==> config.mk <==
export PLATFORM = sky130hd
export DESIGN_NAME = psr_port_setup
export DESIGN_NICKNAME = d
export VERILOG_FILES = /design/src/hdl/psr_pkg.sv /design/src/hdl/psr_port_setup.sv
export VERILOG_INCLUDE_DIRS = /design/src /design/src/hdl
export SDC_FILE = /design/constraint.sdc
export NUM_CORES = 1
export LEC_CHECK = 0
export BUFFER_PORTS_ARGS = -buffer_cell sky130_fd_sc_hd__buf_4
export CORE_ASPECT_RATIO = 0.75
export CORE_MARGIN = 2
export CORE_UTILIZATION = 45
export DETAILED_ROUTE_END_ITERATION = 6
export GPL_ROUTABILITY_DRIVEN = 0
export GPL_TIMING_DRIVEN = 0
export PLACE_DENSITY = 0.85
export SLEW_MARGIN = 40
export SYNTH_ARGS = -nofsm -noshare
export SYNTH_HDL_FRONTEND = slang
export SYNTH_SLANG_ARGS = --single-unit
==> constraint.sdc <==
create_clock -name clk -period 2 [get_ports clk]
set_input_delay 0.3 -clock clk [delete_from_list [all_inputs] [get_ports clk]]
set_output_delay 0.3 -clock clk [all_outputs]
set_load 0.01 [all_outputs]
==> src/hdl/psr_cfg.svh <==
`ifndef PSR_CFG_SVH
`define PSR_CFG_SVH
// Register offsets from the configuration I/O base
`define PSR_OFF_MODE_A 8'h02
`define PSR_OFF_MODE_B 8'h03
`define PSR_OFF_DIR_A 8'h04
`define PSR_OFF_DIR_B 8'h05
`define PSR_OFF_DIR_C 8'h14
`define PSR_OFF_DIR_D 8'h15
`define PSR_OFF_DRV_A 8'h06
`define PSR_OFF_DRV_B 8'h07
`define PSR_OFF_DRV_C 8'h16
`define PSR_OFF_DRV_D 8'h17
`define PSR_RESET_VAL 8'h00
`define PSR_PORTD_MASK 8'h07
// Drive-select meaning per bit: 1 = open-drain, 0 = slew
`define PSR_OD_MAP_A 8'hf0
`define PSR_OD_MAP_B 8'hf0
`define PSR_OD_MAP_C 8'hff
`define PSR_OD_MAP_D 8'h00
`endif

==> src/hdl/psr_pkg.sv <==
package psr_pkg;
    typedef logic [7:0] psr_byte_t;
    typedef enum logic [1:0] {
        PSR_PORT_A,
        PSR_PORT_B,
        PSR_PORT_C,
        PSR_PORT_D
    } psr_port_t;
endpackage

==> src/hdl/psr_port_setup.sv <==
`timescale 1ns/1ps
`include "psr_cfg.svh"
// Notes on behaviour
// Host reads and writes registers at offsets.
// Each bit controls only its own pin.
// All registers clear to zero at reset.
// Mode bit zero general I/O, one address-out.
// Mode register exists only for A, B.
// Direction one is output, zero is input.
// Pins come up as inputs.
// A-C driver enabled by term OR direction.
// Inactive term leaves direction bit alone.
// Port D direction has three working bits.
// Drive bit one gives open-drain, else push-pull.
// Drive bit one gives fast slew, else slow.
// Each drive bit has one fixed meaning.
// Host sets mode and direction for address-out. Code also drives address-out with mode and product term only.
// Data driven only when enabled, else tri-stated.
// Unimplemented bits ignore writes, read zero.
module psr_port_setup (
    input wire logic clk,
    input wire logic srst,
    input wire logic ce,
    input wire logic [7:0] bus_addr,
    input wire logic bus_wr,
    input wire logic bus_rd,
    input wire psr_pkg::psr_byte_t bus_wdata,
    output psr_pkg::psr_byte_t bus_rdata,
    input wire psr_pkg::psr_byte_t pt_oe_a,
    input wire psr_pkg::psr_byte_t pt_oe_b,
    input wire psr_pkg::psr_byte_t pt_oe_c,
    output psr_pkg::psr_byte_t oe_a,
    output psr_pkg::psr_byte_t oe_b,
    output psr_pkg::psr_byte_t oe_c,
    output psr_pkg::psr_byte_t oe_d,
    output psr_pkg::psr_byte_t addr_out_a,
    output psr_pkg::psr_byte_t addr_out_b,
    output psr_pkg::psr_byte_t open_drain_a,
    output psr_pkg::psr_byte_t open_drain_b,
    output psr_pkg::psr_byte_t open_drain_c,
    output psr_pkg::psr_byte_t open_drain_d,
    output psr_pkg::psr_byte_t fast_slew_a,
    output psr_pkg::psr_byte_t fast_slew_b,
    output psr_pkg::psr_byte_t fast_slew_c,
    output psr_pkg::psr_byte_t fast_slew_d
);
    import psr_pkg::*;

    // Split one drive byte by its port's fixed per-pin meaning
    function automatic psr_byte_t od_part(input psr_byte_t drv, input psr_byte_t map);
        od_part = drv & map;
    endfunction

    function automatic psr_byte_t slew_part(input psr_byte_t drv, input psr_byte_t map);
        slew_part = drv & ~map;
    endfunction

    // Port D has three pins; its upper bits have no storage behind them
    function automatic psr_byte_t pins_d(input psr_byte_t v);
        pins_d = v & `PSR_PORTD_MASK;
    endfunction

    psr_byte_t mode_a_q, mode_b_q;
    psr_byte_t dir_a_q, dir_b_q, dir_c_q, dir_d_q;
    psr_byte_t drv_a_q, drv_b_q, drv_c_q, drv_d_q;
    psr_byte_t rdata_q;

    wire we = ce && bus_wr;
    wire rd_en = ce && bus_rd;
    wire hit_mode_a = we && (bus_addr == `PSR_OFF_MODE_A);
    wire hit_mode_b = we && (bus_addr == `PSR_OFF_MODE_B);
    wire hit_dir_a = we && (bus_addr == `PSR_OFF_DIR_A);
    wire hit_dir_b = we && (bus_addr == `PSR_OFF_DIR_B);
    wire hit_dir_c = we && (bus_addr == `PSR_OFF_DIR_C);
    wire hit_dir_d = we && (bus_addr == `PSR_OFF_DIR_D);
    wire hit_drv_a = we && (bus_addr == `PSR_OFF_DRV_A);
    wire hit_drv_b = we && (bus_addr == `PSR_OFF_DRV_B);
    wire hit_drv_c = we && (bus_addr == `PSR_OFF_DRV_C);
    wire hit_drv_d = we && (bus_addr == `PSR_OFF_DRV_D);

    // Read mux; unmapped offsets answer zero
    psr_byte_t rd_sel;
    always_comb begin
        case (bus_addr)
            `PSR_OFF_MODE_A: rd_sel = mode_a_q;
            `PSR_OFF_MODE_B: rd_sel = mode_b_q;
            `PSR_OFF_DIR_A: rd_sel = dir_a_q;
            `PSR_OFF_DIR_B: rd_sel = dir_b_q;
            `PSR_OFF_DIR_C: rd_sel = dir_c_q;
            `PSR_OFF_DIR_D: rd_sel = pins_d(dir_d_q);
            `PSR_OFF_DRV_A: rd_sel = drv_a_q;
            `PSR_OFF_DRV_B: rd_sel = drv_b_q;
            `PSR_OFF_DRV_C: rd_sel = drv_c_q;
            `PSR_OFF_DRV_D: rd_sel = pins_d(drv_d_q);
            default: rd_sel = 8'h00;
        endcase
    end

    always_ff @(posedge clk) begin
        if (srst) begin
            mode_a_q <= `PSR_RESET_VAL;
        end else if (hit_mode_a) begin
            mode_a_q <= bus_wdata;
        end
    end

    always_ff @(posedge clk) begin
        if (srst) begin
            mode_b_q <= `PSR_RESET_VAL;
        end else if (hit_mode_b) begin
            mode_b_q <= bus_wdata;
        end
    end

    always_ff @(posedge clk) begin
        if (srst) begin
            dir_a_q <= `PSR_RESET_VAL;
        end else if (hit_dir_a) begin
            dir_a_q <= bus_wdata;
        end
    end

    always_ff @(posedge clk) begin
        if (srst) begin
            dir_b_q <= `PSR_RESET_VAL;
        end else if (hit_dir_b) begin
            dir_b_q <= bus_wdata;
        end
    end

    always_ff @(posedge clk) begin
        if (srst) begin
            dir_c_q <= `PSR_RESET_VAL;
        end else if (hit_dir_c) begin
            dir_c_q <= bus_wdata;
        end
    end

    always_ff @(posedge clk) begin
        if (srst) begin
            dir_d_q <= `PSR_RESET_VAL;
        end else if (hit_dir_d) begin
            dir_d_q <= pins_d(bus_wdata);
        end
    end

    always_ff @(posedge clk) begin
        if (srst) begin
            drv_a_q <= `PSR_RESET_VAL;
        end else if (hit_drv_a) begin
            drv_a_q <= bus_wdata;
        end
    end

    always_ff @(posedge clk) begin
        if (srst) begin
            drv_b_q <= `PSR_RESET_VAL;
        end else if (hit_drv_b) begin
            drv_b_q <= bus_wdata;
        end
    end

    always_ff @(posedge clk) begin
        if (srst) begin
            drv_c_q <= `PSR_RESET_VAL;
        end else if (hit_drv_c) begin
            drv_c_q <= bus_wdata;
        end
    end

    always_ff @(posedge clk) begin
        if (srst) begin
            drv_d_q <= `PSR_RESET_VAL;
        end else if (hit_drv_d) begin
            drv_d_q <= pins_d(bus_wdata);
        end
    end

    // Registered so read data stands steady until the next read
    always_ff @(posedge clk) begin
        if (srst) begin
            rdata_q <= `PSR_RESET_VAL;
        end else if (rd_en) begin
            rdata_q <= rd_sel;
        end
    end

    assign bus_rdata = rdata_q;

    // Bitwise ops keep every pin independent
    assign oe_a = dir_a_q | pt_oe_a;
    assign oe_b = dir_b_q | pt_oe_b;
    assign oe_c = dir_c_q | pt_oe_c;
    // Port D has no product-term enable here
    assign oe_d = pins_d(dir_d_q);

    // Address drive only when pin is also enabled, by direction or product term
    assign addr_out_a = mode_a_q & oe_a;
    assign addr_out_b = mode_b_q & oe_b;

    assign open_drain_a = od_part(drv_a_q, `PSR_OD_MAP_A);
    assign open_drain_b = od_part(drv_b_q, `PSR_OD_MAP_B);
    assign open_drain_c = od_part(drv_c_q, `PSR_OD_MAP_C);
    assign open_drain_d = od_part(drv_d_q, `PSR_OD_MAP_D);
    assign fast_slew_a = slew_part(drv_a_q, `PSR_OD_MAP_A);
    assign fast_slew_b = slew_part(drv_b_q, `PSR_OD_MAP_B);
    assign fast_slew_c = slew_part(drv_c_q, `PSR_OD_MAP_C);
    assign fast_slew_d = pins_d(slew_part(drv_d_q, `PSR_OD_MAP_D));
endmodule

==> impl_metrics.py, run 1 <==
metrics = {
    "critical_path": {
        "max_stage_delay_ps": 610,
        "end_kind": "flop",
        "cpMostUsedCell": "buf_2",
        "cp_num_buf_inv": 3,
        "rr_worst_depth": 3,
        "critical_path_required_ps": 2200,
        "critPathLaunchType": "primary input",
        "critical_path.slowest_cell": "nor4_2",
        "cp_max_fo": 10,
        "rr_endpoint": "bus_rdata[0]$_SDFFE_PP0P_",
        "path_delay_family": "simple AND/OR/NAND/NOR gates",
        "worstPathArrival_ps": 2180,
        "crit_chain": "buf_4 -> or3_1 -> buf_2 -> buf_2 -> nor4_2 -> mux2i_1 -> nor2_1",
        "path_class": "primary input to flop",
        "r2r_slack_ps": 600,
        "worstReg2RegStart": "drv_b_q[0]$_SDFFE_PP0P_",
    },
    "cells_and_area": {
        "layout_commonest_cell": "buf_4",
        "layout-drive-gt1-share_pct": 35.40,
        "nets": 684,
        "mostFrequentLayoutCells": "buf_4 (162), mux2i_1 (88), dfxtp_1 (78)",
        "areaGrowthSynthToFinish_pct": 36.83,
        "num_antenna_cells": 0,
    },
    "clocking": {
        "clock_path_buffers": 2,
        "clockRootBuffer": "clkbuf_16",
        "clock-sinks": 78,
        "cts_buffers": 9,
        "clkLatencyLatePin_ps": 340,
        "cts.clk_slew.worst_paths_ps": 60,
        "cts_tree": "done",
        "htreeDepth": 3,
    },
    "floorplanning": {
        "die-area_um2": 10350,
        "die_h_um": 88.60,
        "io_pins": 165,
        "coreArea_um2": 9159,
        "start_util_pct": 46.89,
        "die_w_um": 116.8,
        "rows": 30,
    },
    "sta": {
        "hold_viol_final": 0,
        "period_minus_slack_ps": 1976,
        "worstMarginPinSlew_ps": 861.7,
        "fmax_ghz": 0.5062,
        "relSlewSlack_pct": 42.12,
        "setup_viol": 0,
        "finalWorstSetupSlack_ps": 24.34,
        "rsz0062_at_grt": "false",
        "fin_crit_sh_pct": 98.78,
        "report.final.slew_viol_count": 0,
        "fin_skew_ps": 4.521,
    },
    "yosys": {
        "synth-edff-count": 0,
        "avgSynthCellArea_um2": 9.215,
        "syn_inst": 466,
        "async_reset_ff_share_pct": 0,
        "synth_area_um2": 4294,
        "ys_seq_area_share_pct": 36.36,
        "synthFlopType": "dfxtp_1",
        "ys_ff_latch": 78,
        "yosys.cell_types.count": 46,
        "ys_warn_count": 0,
    },
    "routing": {
        "dr.pass1.iters": 7,
        "vias": 4134,
        "wl_um": 13470,
        "drt_iter0_drc": 411,
        "routed.top_layer": "met4",
        "wl_per_cell_um": 17.45,
        "postRouteAntennaNets": 0,
        "met2WireLength_um": 6047,
        "viasPerCell": 5.355,
        "routed-wl-met3_um": 1693,
        "met1_length_um": 5318,
        "drc_errors": 0,
    },
    "run_status": {
        "outcome": "completed",
    },
    "worst_hold_path": {
        "min_path_type": "primary input to flop",
        "min_delay_worst_endpoint": "bus_rdata[5]$_SDFFE_PP0P_",
        "holdPathStages": 4,
        "hold_start": "bus_addr[6]",
    },
    "pwr": {
        "power_density_nw_per_um2": 639.8,
        "leakage_nw": 2.565,
        "vdd_drop_max_uv": 444.1,
        "totalPowerFinal_mw": 3.759,
    },
    "global_route": {
        "grt_max_degree": 14,
        "first_global_vias": 3761,
        "grt_overflow": 0,
        "antenna_found_initial": 0,
        "grt_pass1_wl_um": 19360,
        "globalRouteTotalUtil_pct": 24.99,
    },
    "placement": {
        "place_ws_ps": -761.5,
        "hpwl_um": 9708,
        "port_buffers": 112,
    },
    "run": {
        "maxCapViolCount": 0,
    },
}
==> how the worst max path moves through the flow <==
| stage | startpoint | to | slack (ps) | cells after the start |
|---|---|---|---|---|
| 5_1_grt | bus_addr[5] | mode_a_q[0]$_SDFFE_PP0P_ | 3 | 7 |
| 6_report | bus_addr[5] | drv_d_q[0]$_SDFFE_PP0P_ | 20 | 7 |
| 2_1_floorplan | bus_addr[5] | mode_a_q[0]$_SDFFE_PP0P_ | 130 | 5 |
| 3_5_place_dp | bus_addr[1] | dir_a_q[4]$_SDFFE_PP0P_ | -760 | 6 |
| 3_3_place_gp | bus_addr[1] | dir_a_q[7]$_SDFFE_PP0P_ | -690 | 6 |
| 4_1_cts | bus_addr[5] | drv_a_q[4]$_SDFFE_PP0P_ | 7 | 6 |
==> metal layers <==
| layer | vias to the layer above | GRT usage (%) |
|---|---|---|
| met5 | - | 0 |
| met4 | 0 | 9.840 |
| met3 | 54 | 7.192 |
| met2 | 304 | 39.10 |
| met1 | 1905 | 32.87 |
| li1 | 1871 | - |
==> synthesized netlist by cell type (2+ instances only) <==
master / n / share of area [%]
nor2b_1: 2 / 0.29
o221ai_1: 3 / 0.61
o21ai_0: 4 / 0.47
mux2i_1: 88 / 21
a211oi_1: 3 / 0.52
o31ai_1: 3 / 0.52
buf_4: 42 / 7.3
buf_1: 11 / 0.96
clkbuf_1: 17 / 1.5
nor2_1: 75 / 6.6
nor4_2: 2 / 0.58
inv_1: 6 / 0.52
dfxtp_1: 78 / 36
and2_1: 16 / 2.3
nor4_1: 7 / 1.0
nand3b_1: 12 / 2.1
nand3_1: 4 / 0.47
mux4_2: 3 / 1.6
nand2b_1: 7 / 1.0
nand2_1: 14 / 1.2
a22oi_1: 2 / 0.35
buf_2: 5 / 0.58
or2_2: 24 / 3.5
o211ai_1: 2 / 0.35
nor3_1: 6 / 0.70
a21oi_1: 2 / 0.23
nor4_4: 7 / 3.5
a2111oi_0: 2 / 0.41
nor4b_1: 2 / 0.41
==> worst min-delay path: stages <==
cell and delay [ps]:
buf_4 110, nor4_2 60, nand3_1 70, nand3_1 70
==> flip-flops by register name, indices dropped and copies added, names as in the netlist <==
| signal | flops |
|---|---|
| bus_rdata | 8 |
| drv_d_q | 3 |
| mode_b_q | 8 |
| dir_b_q | 8 |
| dir_a_q | 8 |
| open_drain_c | 8 |
| drv_b_q | 8 |
| drv_a_q | 8 |
| mode_a_q | 8 |
| dir_d_q | 3 |
| dir_c_q | 8 |
==> cell type report <==
cell class                 instances  area (µm²)
clock inverter                     5       81.33
inverter                           6       22.52
multi-input combinational        347        2427
timing repair buffer             121       920.9
tap                              128       160.2
sequential                        78        1562
clock buffer                      11       242.7
buffer                            76       459.2
fill                             734        3283
==> logic make-up after synthesis <==
logic type	count (synthesis)	synth area share (%)
AND/OR/NAND/NOR	184	24.85
multiplexers	92	22.35
buffers and inverters	82	11.16
flip-flops	78	36.36
AO/OA/AOI/OAI	29	5.187
other	1	0.08733
==> what timing repair did <==
| item | in CTS | in global routing |
|---|---|---|
| setup endpoints to repair | 8 | 30 |
| pin swaps | 1 | 3 |
| buffers inserted | 2 | 3 |
| hold buffers | 0 | 0 |
| gates resized for setup | 0 | 5 |
==> power by group <==
part	total (mW)	leakage, nW	internal, mW	switching [mW]
Combinational	0.436	1.78	0.189	0.247
Clock	1.77	0.156	1.13	0.639
Sequential	1.56	0.628	1.55	0.000920
Total	3.76	2.57	2.87	0.887
==> through the flow <==
step	instance area [µm²]	TNS, ps	utilization, %	instances	hold slack [ps]
3_5_place_dp	5449	-20970	59.49	747	472.0
5_1_grt	5876	0	64.15	772	344.9
6_report	5876	0	64.15	772	334.9
4_1_cts	5788	0	63.20	765	320.1
3_3_place_gp	5449	-17610	59.49	747	468.8
2_1_floorplan	4448	0	-	507	469.0
(Power assumes the default switching activity.)
==> run 2, diff against run 1 <==
--- a/config.mk
+++ b/config.mk
@@ -14,6 +14,7 @@
 export GPL_ROUTABILITY_DRIVEN = 0
 export GPL_TIMING_DRIVEN = 0
 export PLACE_DENSITY = 0.85
+export SETUP_SLACK_MARGIN = 0.3
 export SLEW_MARGIN = 40
 export SYNTH_ARGS = -nofsm -noshare
 export SYNTH_HDL_FRONTEND = slang
==> run 2 against run 1 <==
Power fell by 3.0%. Utilization rose by 1.4 points. Die area did not move. Via count rose by 0.46%. Critical endpoint is now mode_a_q[1]$_SDFFE_PP0P_. Largest power group unchanged.
==> impl_metrics.py, run 2 (synthesis results as in run 1) <==
metrics = {
    "critical_path": {
        "worstReg2RegStart": "drv_b_q[0]$_SDFFE_PP0P_",
        "rr_endpoint": "bus_rdata[0]$_SDFFE_PP0P_",
        "end_kind": "flop",
        "worstPathArrival_ps": 1870,
        "rr_worst_depth": 3,
        "critPathLaunchType": "primary input",
        "cp_max_fo": 6,
        "critical_path_required_ps": 2200,
        "r2r_slack_ps": 560,
        "path_class": "primary input to flop",
    },
    "cells_and_area": {
        "nets": 692,
        "areaGrowthSynthToFinish_pct": 39.89,
        "mostFrequentLayoutCells": "buf_4 (169), mux2i_1 (88), dfxtp_1 (78)",
        "postLayoutCellArea_um2": 6007,
        "num_antenna_cells": 0,
        "layout-drive-gt1-share_pct": 37.58,
        "layout_commonest_cell": "buf_4",
    },
    "floorplanning": {
        "rows": 30,
        "die_w_um": 116.8,
        "coreArea_um2": 9159,
        "start_util_pct": 46.89,
        "die-area_um2": 10350,
        "io_pins": 165,
        "die_h_um": 88.60,
    },
    "clocking": {
        "clockRootBuffer": "clkbuf_16",
        "clock-sinks": 78,
        "cts.clk_slew.worst_paths_ps": 60,
        "clkLatencyLatePin_ps": 340,
        "htreeDepth": 3,
        "clock_path_buffers": 2,
        "cts_tree": "done",
        "cts_hold_buf": 0,
        "cts_buffers": 9,
    },
    "worst_hold_path": {
        "min_delay_worst_endpoint": "bus_rdata[5]$_SDFFE_PP0P_",
        "holdPathStages": 4,
        "min_path_type": "primary input to flop",
        "hold_start": "bus_addr[6]",
    },
    "sta": {
        "rsz0062_at_grt": "false",
        "relSlewSlack_pct": 48.35,
        "finalWorstSetupSlack_ps": 329.6,
        "fin_crit_sh_pct": 83.52,
        "period_minus_slack_ps": 1670,
        "hold_viol_final": 0,
        "report.final.slew_viol_count": 0,
        "fin_skew_ps": 6.796,
        "fmax_ghz": 0.5987,
        "setup_viol": 0,
        "holdWs_ps": 317.6,
        "worstMarginPinSlew_ps": 774.8,
    },
    "global_route": {
        "grtUsageMet2_pct": 43.19,
        "grt_max_degree": 14,
        "top_usage_layer": "met2",
        "antenna_found_initial": 0,
        "use_met1_pct": 33.60,
        "grt_overflow": 0,
        "first_global_vias": 3936,
        "globalRouteTotalUtil_pct": 26.65,
        "grt_pass1_wl_um": 20570,
        "met3_usage_pct": 8.082,
    },
    "pwr": {
        "totalPowerFinal_mw": 3.647,
        "power_density_nw_per_um2": 607.1,
        "leakage_nw": 2.648,
        "vdd_drop_max_uv": 393.1,
    },
    "routing": {
        "vias": 4153,
        "drt_iter0_drc": 417,
        "dr.pass1.iters": 5,
        "wl_per_cell_um": 17.87,
        "wl_um": 13940,
        "postRouteAntennaNets": 0,
        "drc_errors": 0,
        "viasPerCell": 5.324,
    },
    "run": {
        "maxCapViolCount": 0,
    },
    "placement": {
        "port_buffers": 112,
        "place_ws_ps": -644.4,
        "hpwl_um": 9959,
        "placed_cell_area_um2": 5495,
    },
    "run_status": {
        "outcome": "completed",
    },
}
run 2: final cells by class:
class,count,area [µm²]
clock inverters,5,58.81
multi-input cells,347,2462
inverters,6,22.52
fillers,745,3152
well taps,128,160.2
flip-flops and latches,78,1562
plain buffers,76,489.2
repair buffers,129,1010
clock buffers,11,242.7
run 2: worst max-delay path, cell delays in order:
cell	delay, ps
buf_4	120
or4_4	530
buf_6	160
nor4_4	220
buf_4	210
mux2i_1	250
nor2_1	70
run 2: worst max-delay path by stage:
stage,from,endpoint,slack [ps],cells after the start
floorplan,bus_addr[5],drv_a_q[0]$_SDFFE_PP0P_,200,5
global placement,bus_addr[4],dir_a_q[7]$_SDFFE_PP0P_,-600,6
detailed placement,bus_addr[4],dir_a_q[6]$_SDFFE_PP0P_,-640,6
CTS,bus_addr[4],dir_a_q[6]$_SDFFE_PP0P_,220,7
global route,bus_addr[5],dir_d_q[1]$_SDFFE_PP0P_,300,7
finish,bus_addr[5],mode_a_q[1]$_SDFFE_PP0P_,330,7
run 2: through the flow:
step,std cells,utilization (%),setup TNS (ps)
floorplan,507,-,0
global placement,747,60.00,-11280
detailed placement,747,60.00,-14100
CTS,780,65.11,0
global route,780,65.59,0
finish,780,65.59,0
run 2: power breakdown:
group          internal (mW)  switching (mW)  leakage, nW  total [mW]
clock network           1.00           0.640        0.142        1.64
logic                  0.196           0.255         1.88       0.452
registers               1.55        0.000927        0.628        1.56
total                   2.75           0.896         2.65        3.65
run 2: routing by layer:
layer  part of all wire [%]  vias to the layer above
met3                     12                       57
met4                    3.2                        0
met1                     39                     1925
met2                     46                      289
met5                      0                        -
li1                       -                     1882
run 2: repair_timing:
item | 4_1_cts | 5_1_grt
endpoints found under the setup margin | 69 | 29
setup buffers | 17 | 0
pin swaps | 9 | 3
gates resized for setup | 1 | 18
==> run 3, diff against run 2 <==
==> constraint.sdc (replaced) <==
create_clock -name clk -period 1.4 [get_ports clk]
set_input_delay 0.21 -clock clk [delete_from_list [all_inputs] [get_ports clk]]
set_output_delay 0.21 -clock clk [all_outputs]
set_load 0.01 [all_outputs]
==> run 3 against run 2 <==
The flow now finishes with violations (negative setup slack). Utilization up 8.7 points. Non-clock buffer count increased by 38. Register-to-register slack got worse by 560 ps. Final cell count up 4.9%. First-iteration DRC count up 16%. Hold slack got worse by 70 ps. Largest power group unchanged. Critical endpoint is now drv_a_q[4]$_SDFFE_PP0P_.
==> impl_metrics.py, run 3 (synthesis results as in run 1) <==
metrics = {
    "run_status": {
        "outcome": "complete, but fails checks",
        "violations": "negative setup slack",
    },
    "floorplanning": {
        "coreArea_um2": 9159,
        "die_h_um": 88.60,
        "die-area_um2": 10350,
        "rows": 30,
        "die_w_um": 116.8,
        "start_util_pct": 46.89,
        "io_pins": 165,
    },
    "clocking": {
        "clkLatencyLatePin_ps": 350,
        "clockRootBuffer": "clkbuf_16",
        "clock-sinks": 78,
        "htreeDepth": 3,
        "cts.clk_slew.worst_paths_ps": 60,
        "clock_path_buffers": 2,
        "cts_tree": "done",
        "cts_buffers": 9,
    },
    "worst_hold_path": {
        "min_path_type": "primary input to flop",
    },
    "critical_path": {
        "worstPathArrival_ps": 1750,
        "path_class": "primary input to flop",
        "critPathLaunchType": "primary input",
        "cp_max_fo": 4,
        "critical_path_required_ps": 1610,
        "end_kind": "flop",
    },
    "global_route": {
        "grt_max_degree": 15,
        "antenna_found_initial": 0,
        "grt_pass1_wl_um": 22710,
        "grt_overflow": 0,
        "first_global_vias": 4193,
        "globalRouteTotalUtil_pct": 29.60,
    },
    "cells_and_area": {
        "fin_cells": 818,
        "areaGrowthSynthToFinish_pct": 58.48,
        "layout-drive-gt1-share_pct": 51.45,
        "regArea_um2": 1599,
        "postLayoutCellArea_um2": 6805,
        "final_util_pct": 74.30,
        "fillers": 619,
        "mostFrequentLayoutCells": "buf_4 (155), mux2i_1 (82), nor2_1 (75)",
        "multi_input_area_um2": 2686,
        "layout_commonest_cell": "buf_4",
        "nets": 730,
        "num_antenna_cells": 0,
    },
    "sta": {
        "period_minus_slack_ps": 1546,
        "fin_crit_sh_pct": 110.4,
        "fin_skew_ps": 5.215,
        "finalWorstSetupSlack_ps": -145.8,
        "rsz0062_at_grt": "true",
        "setup_viol": 23,
        "report.final.slew_viol_count": 0,
        "fmax_ghz": 0.6469,
        "relSlewSlack_pct": 32.98,
        "worstMarginPinSlew_ps": 1005,
        "hold_viol_final": 0,
    },
    "routing": {
        "drt_iter0_drc": 483,
        "wl_um": 16480,
        "dr.pass1.iters": 6,
        "drc_errors": 0,
        "wl_per_cell_um": 20.15,
        "viasPerCell": 5.549,
        "postRouteAntennaNets": 0,
        "vias": 4539,
    },
    "pwr": {
        "totalPowerFinal_mw": 5.373,
        "power_density_nw_per_um2": 789.5,
        "vdd_drop_max_uv": 526.9,
        "leakage_nw": 3.004,
    },
    "placement": {
        "port_buffers": 112,
        "place_ws_ps": -887.1,
        "dpl.cell_count": 749,
        "placed_cell_area_um2": 5582,
        "hpwl_um": 9802,
    },
    "run": {
        "maxCapViolCount": 0,
    },
}
run 3: changes by cell type in the layout (fill, tap and decap cells not counted), moves of 14 or more:
cell / delta
and2_4: +16
or2_4: +24
dfxtp_2: +30
and2_1: -16
buf_6: +56
buf_4: -14
or2_2: -24
dfxtp_1: -30
run 3: path summary, 6_finish.rpt:
kind,startpoint,endpoint,slack [ps],depth (start not counted)
setup reg to reg,drv_b_q[0]$_SDFFE_PP0P_,bus_rdata[0]$_SDFFE_PP0P_,0,3
setup / recovery,bus_addr[4],drv_a_q[4]$_SDFFE_PP0P_,-150,7
hold reg to reg,bus_rdata[4]$_SDFFE_PP0P_,bus_rdata[4]$_SDFFE_PP0P_,500,2
hold / removal,bus_addr[6],bus_rdata[3]$_SDFFE_PP0P_,250,4
run 3: final cells by class:
class,instances,area share (%)
plain buffers,76,8.218
clock buffers,9,3.309
clock inverters,7,1.066
inverters,6,0.3309
multi-input cells,347,39.47
flip-flops and latches,78,23.50
well taps,128,2.353
repair buffers,167,21.75
run 3: what timing repair did:
item	4_1_cts	5_1_grt
buffers inserted	45	7
hold buffers	0	0
pin swaps	52	29
cloned	1	0
gates resized for setup	121	57
endpoints found under the setup margin	118	125
run 3: power by group:
part	switching, mW	internal (mW)	leakage [nW]
clock	0.991	1.38	0.142
combinational	0.412	0.366	2.22
sequential	0.00133	2.22	0.643
run 3: layer usage:
layer	up-vias	global-route usage [%]	part of all wire, %
met5	-	0	0
li1	1960	-	-
met2	349	48.29	46
met4	0	11.87	3.8
met1	2151	38.19	39
met3	79	6.918	11
run 3: worst max-delay path, stage by stage:
cell	delay [ps]
buf_8	100
or4_4	520
buf_6	150
nor4_4	260
buf_6	200
mux2i_1	220
nor2_1	80
run 3: stage by stage:
| step | setup TNS, ps | hold WS (ps) |
|---|---|---|
| finish | -1263 | 247.5 |
| global route | -2249 | 252.6 |
| CTS | -1182 | 157.5 |
| detailed placement | -46380 | 475.4 |
| global placement | -46700 | 470.4 |
| floorplan | -15150 | 380.1 |
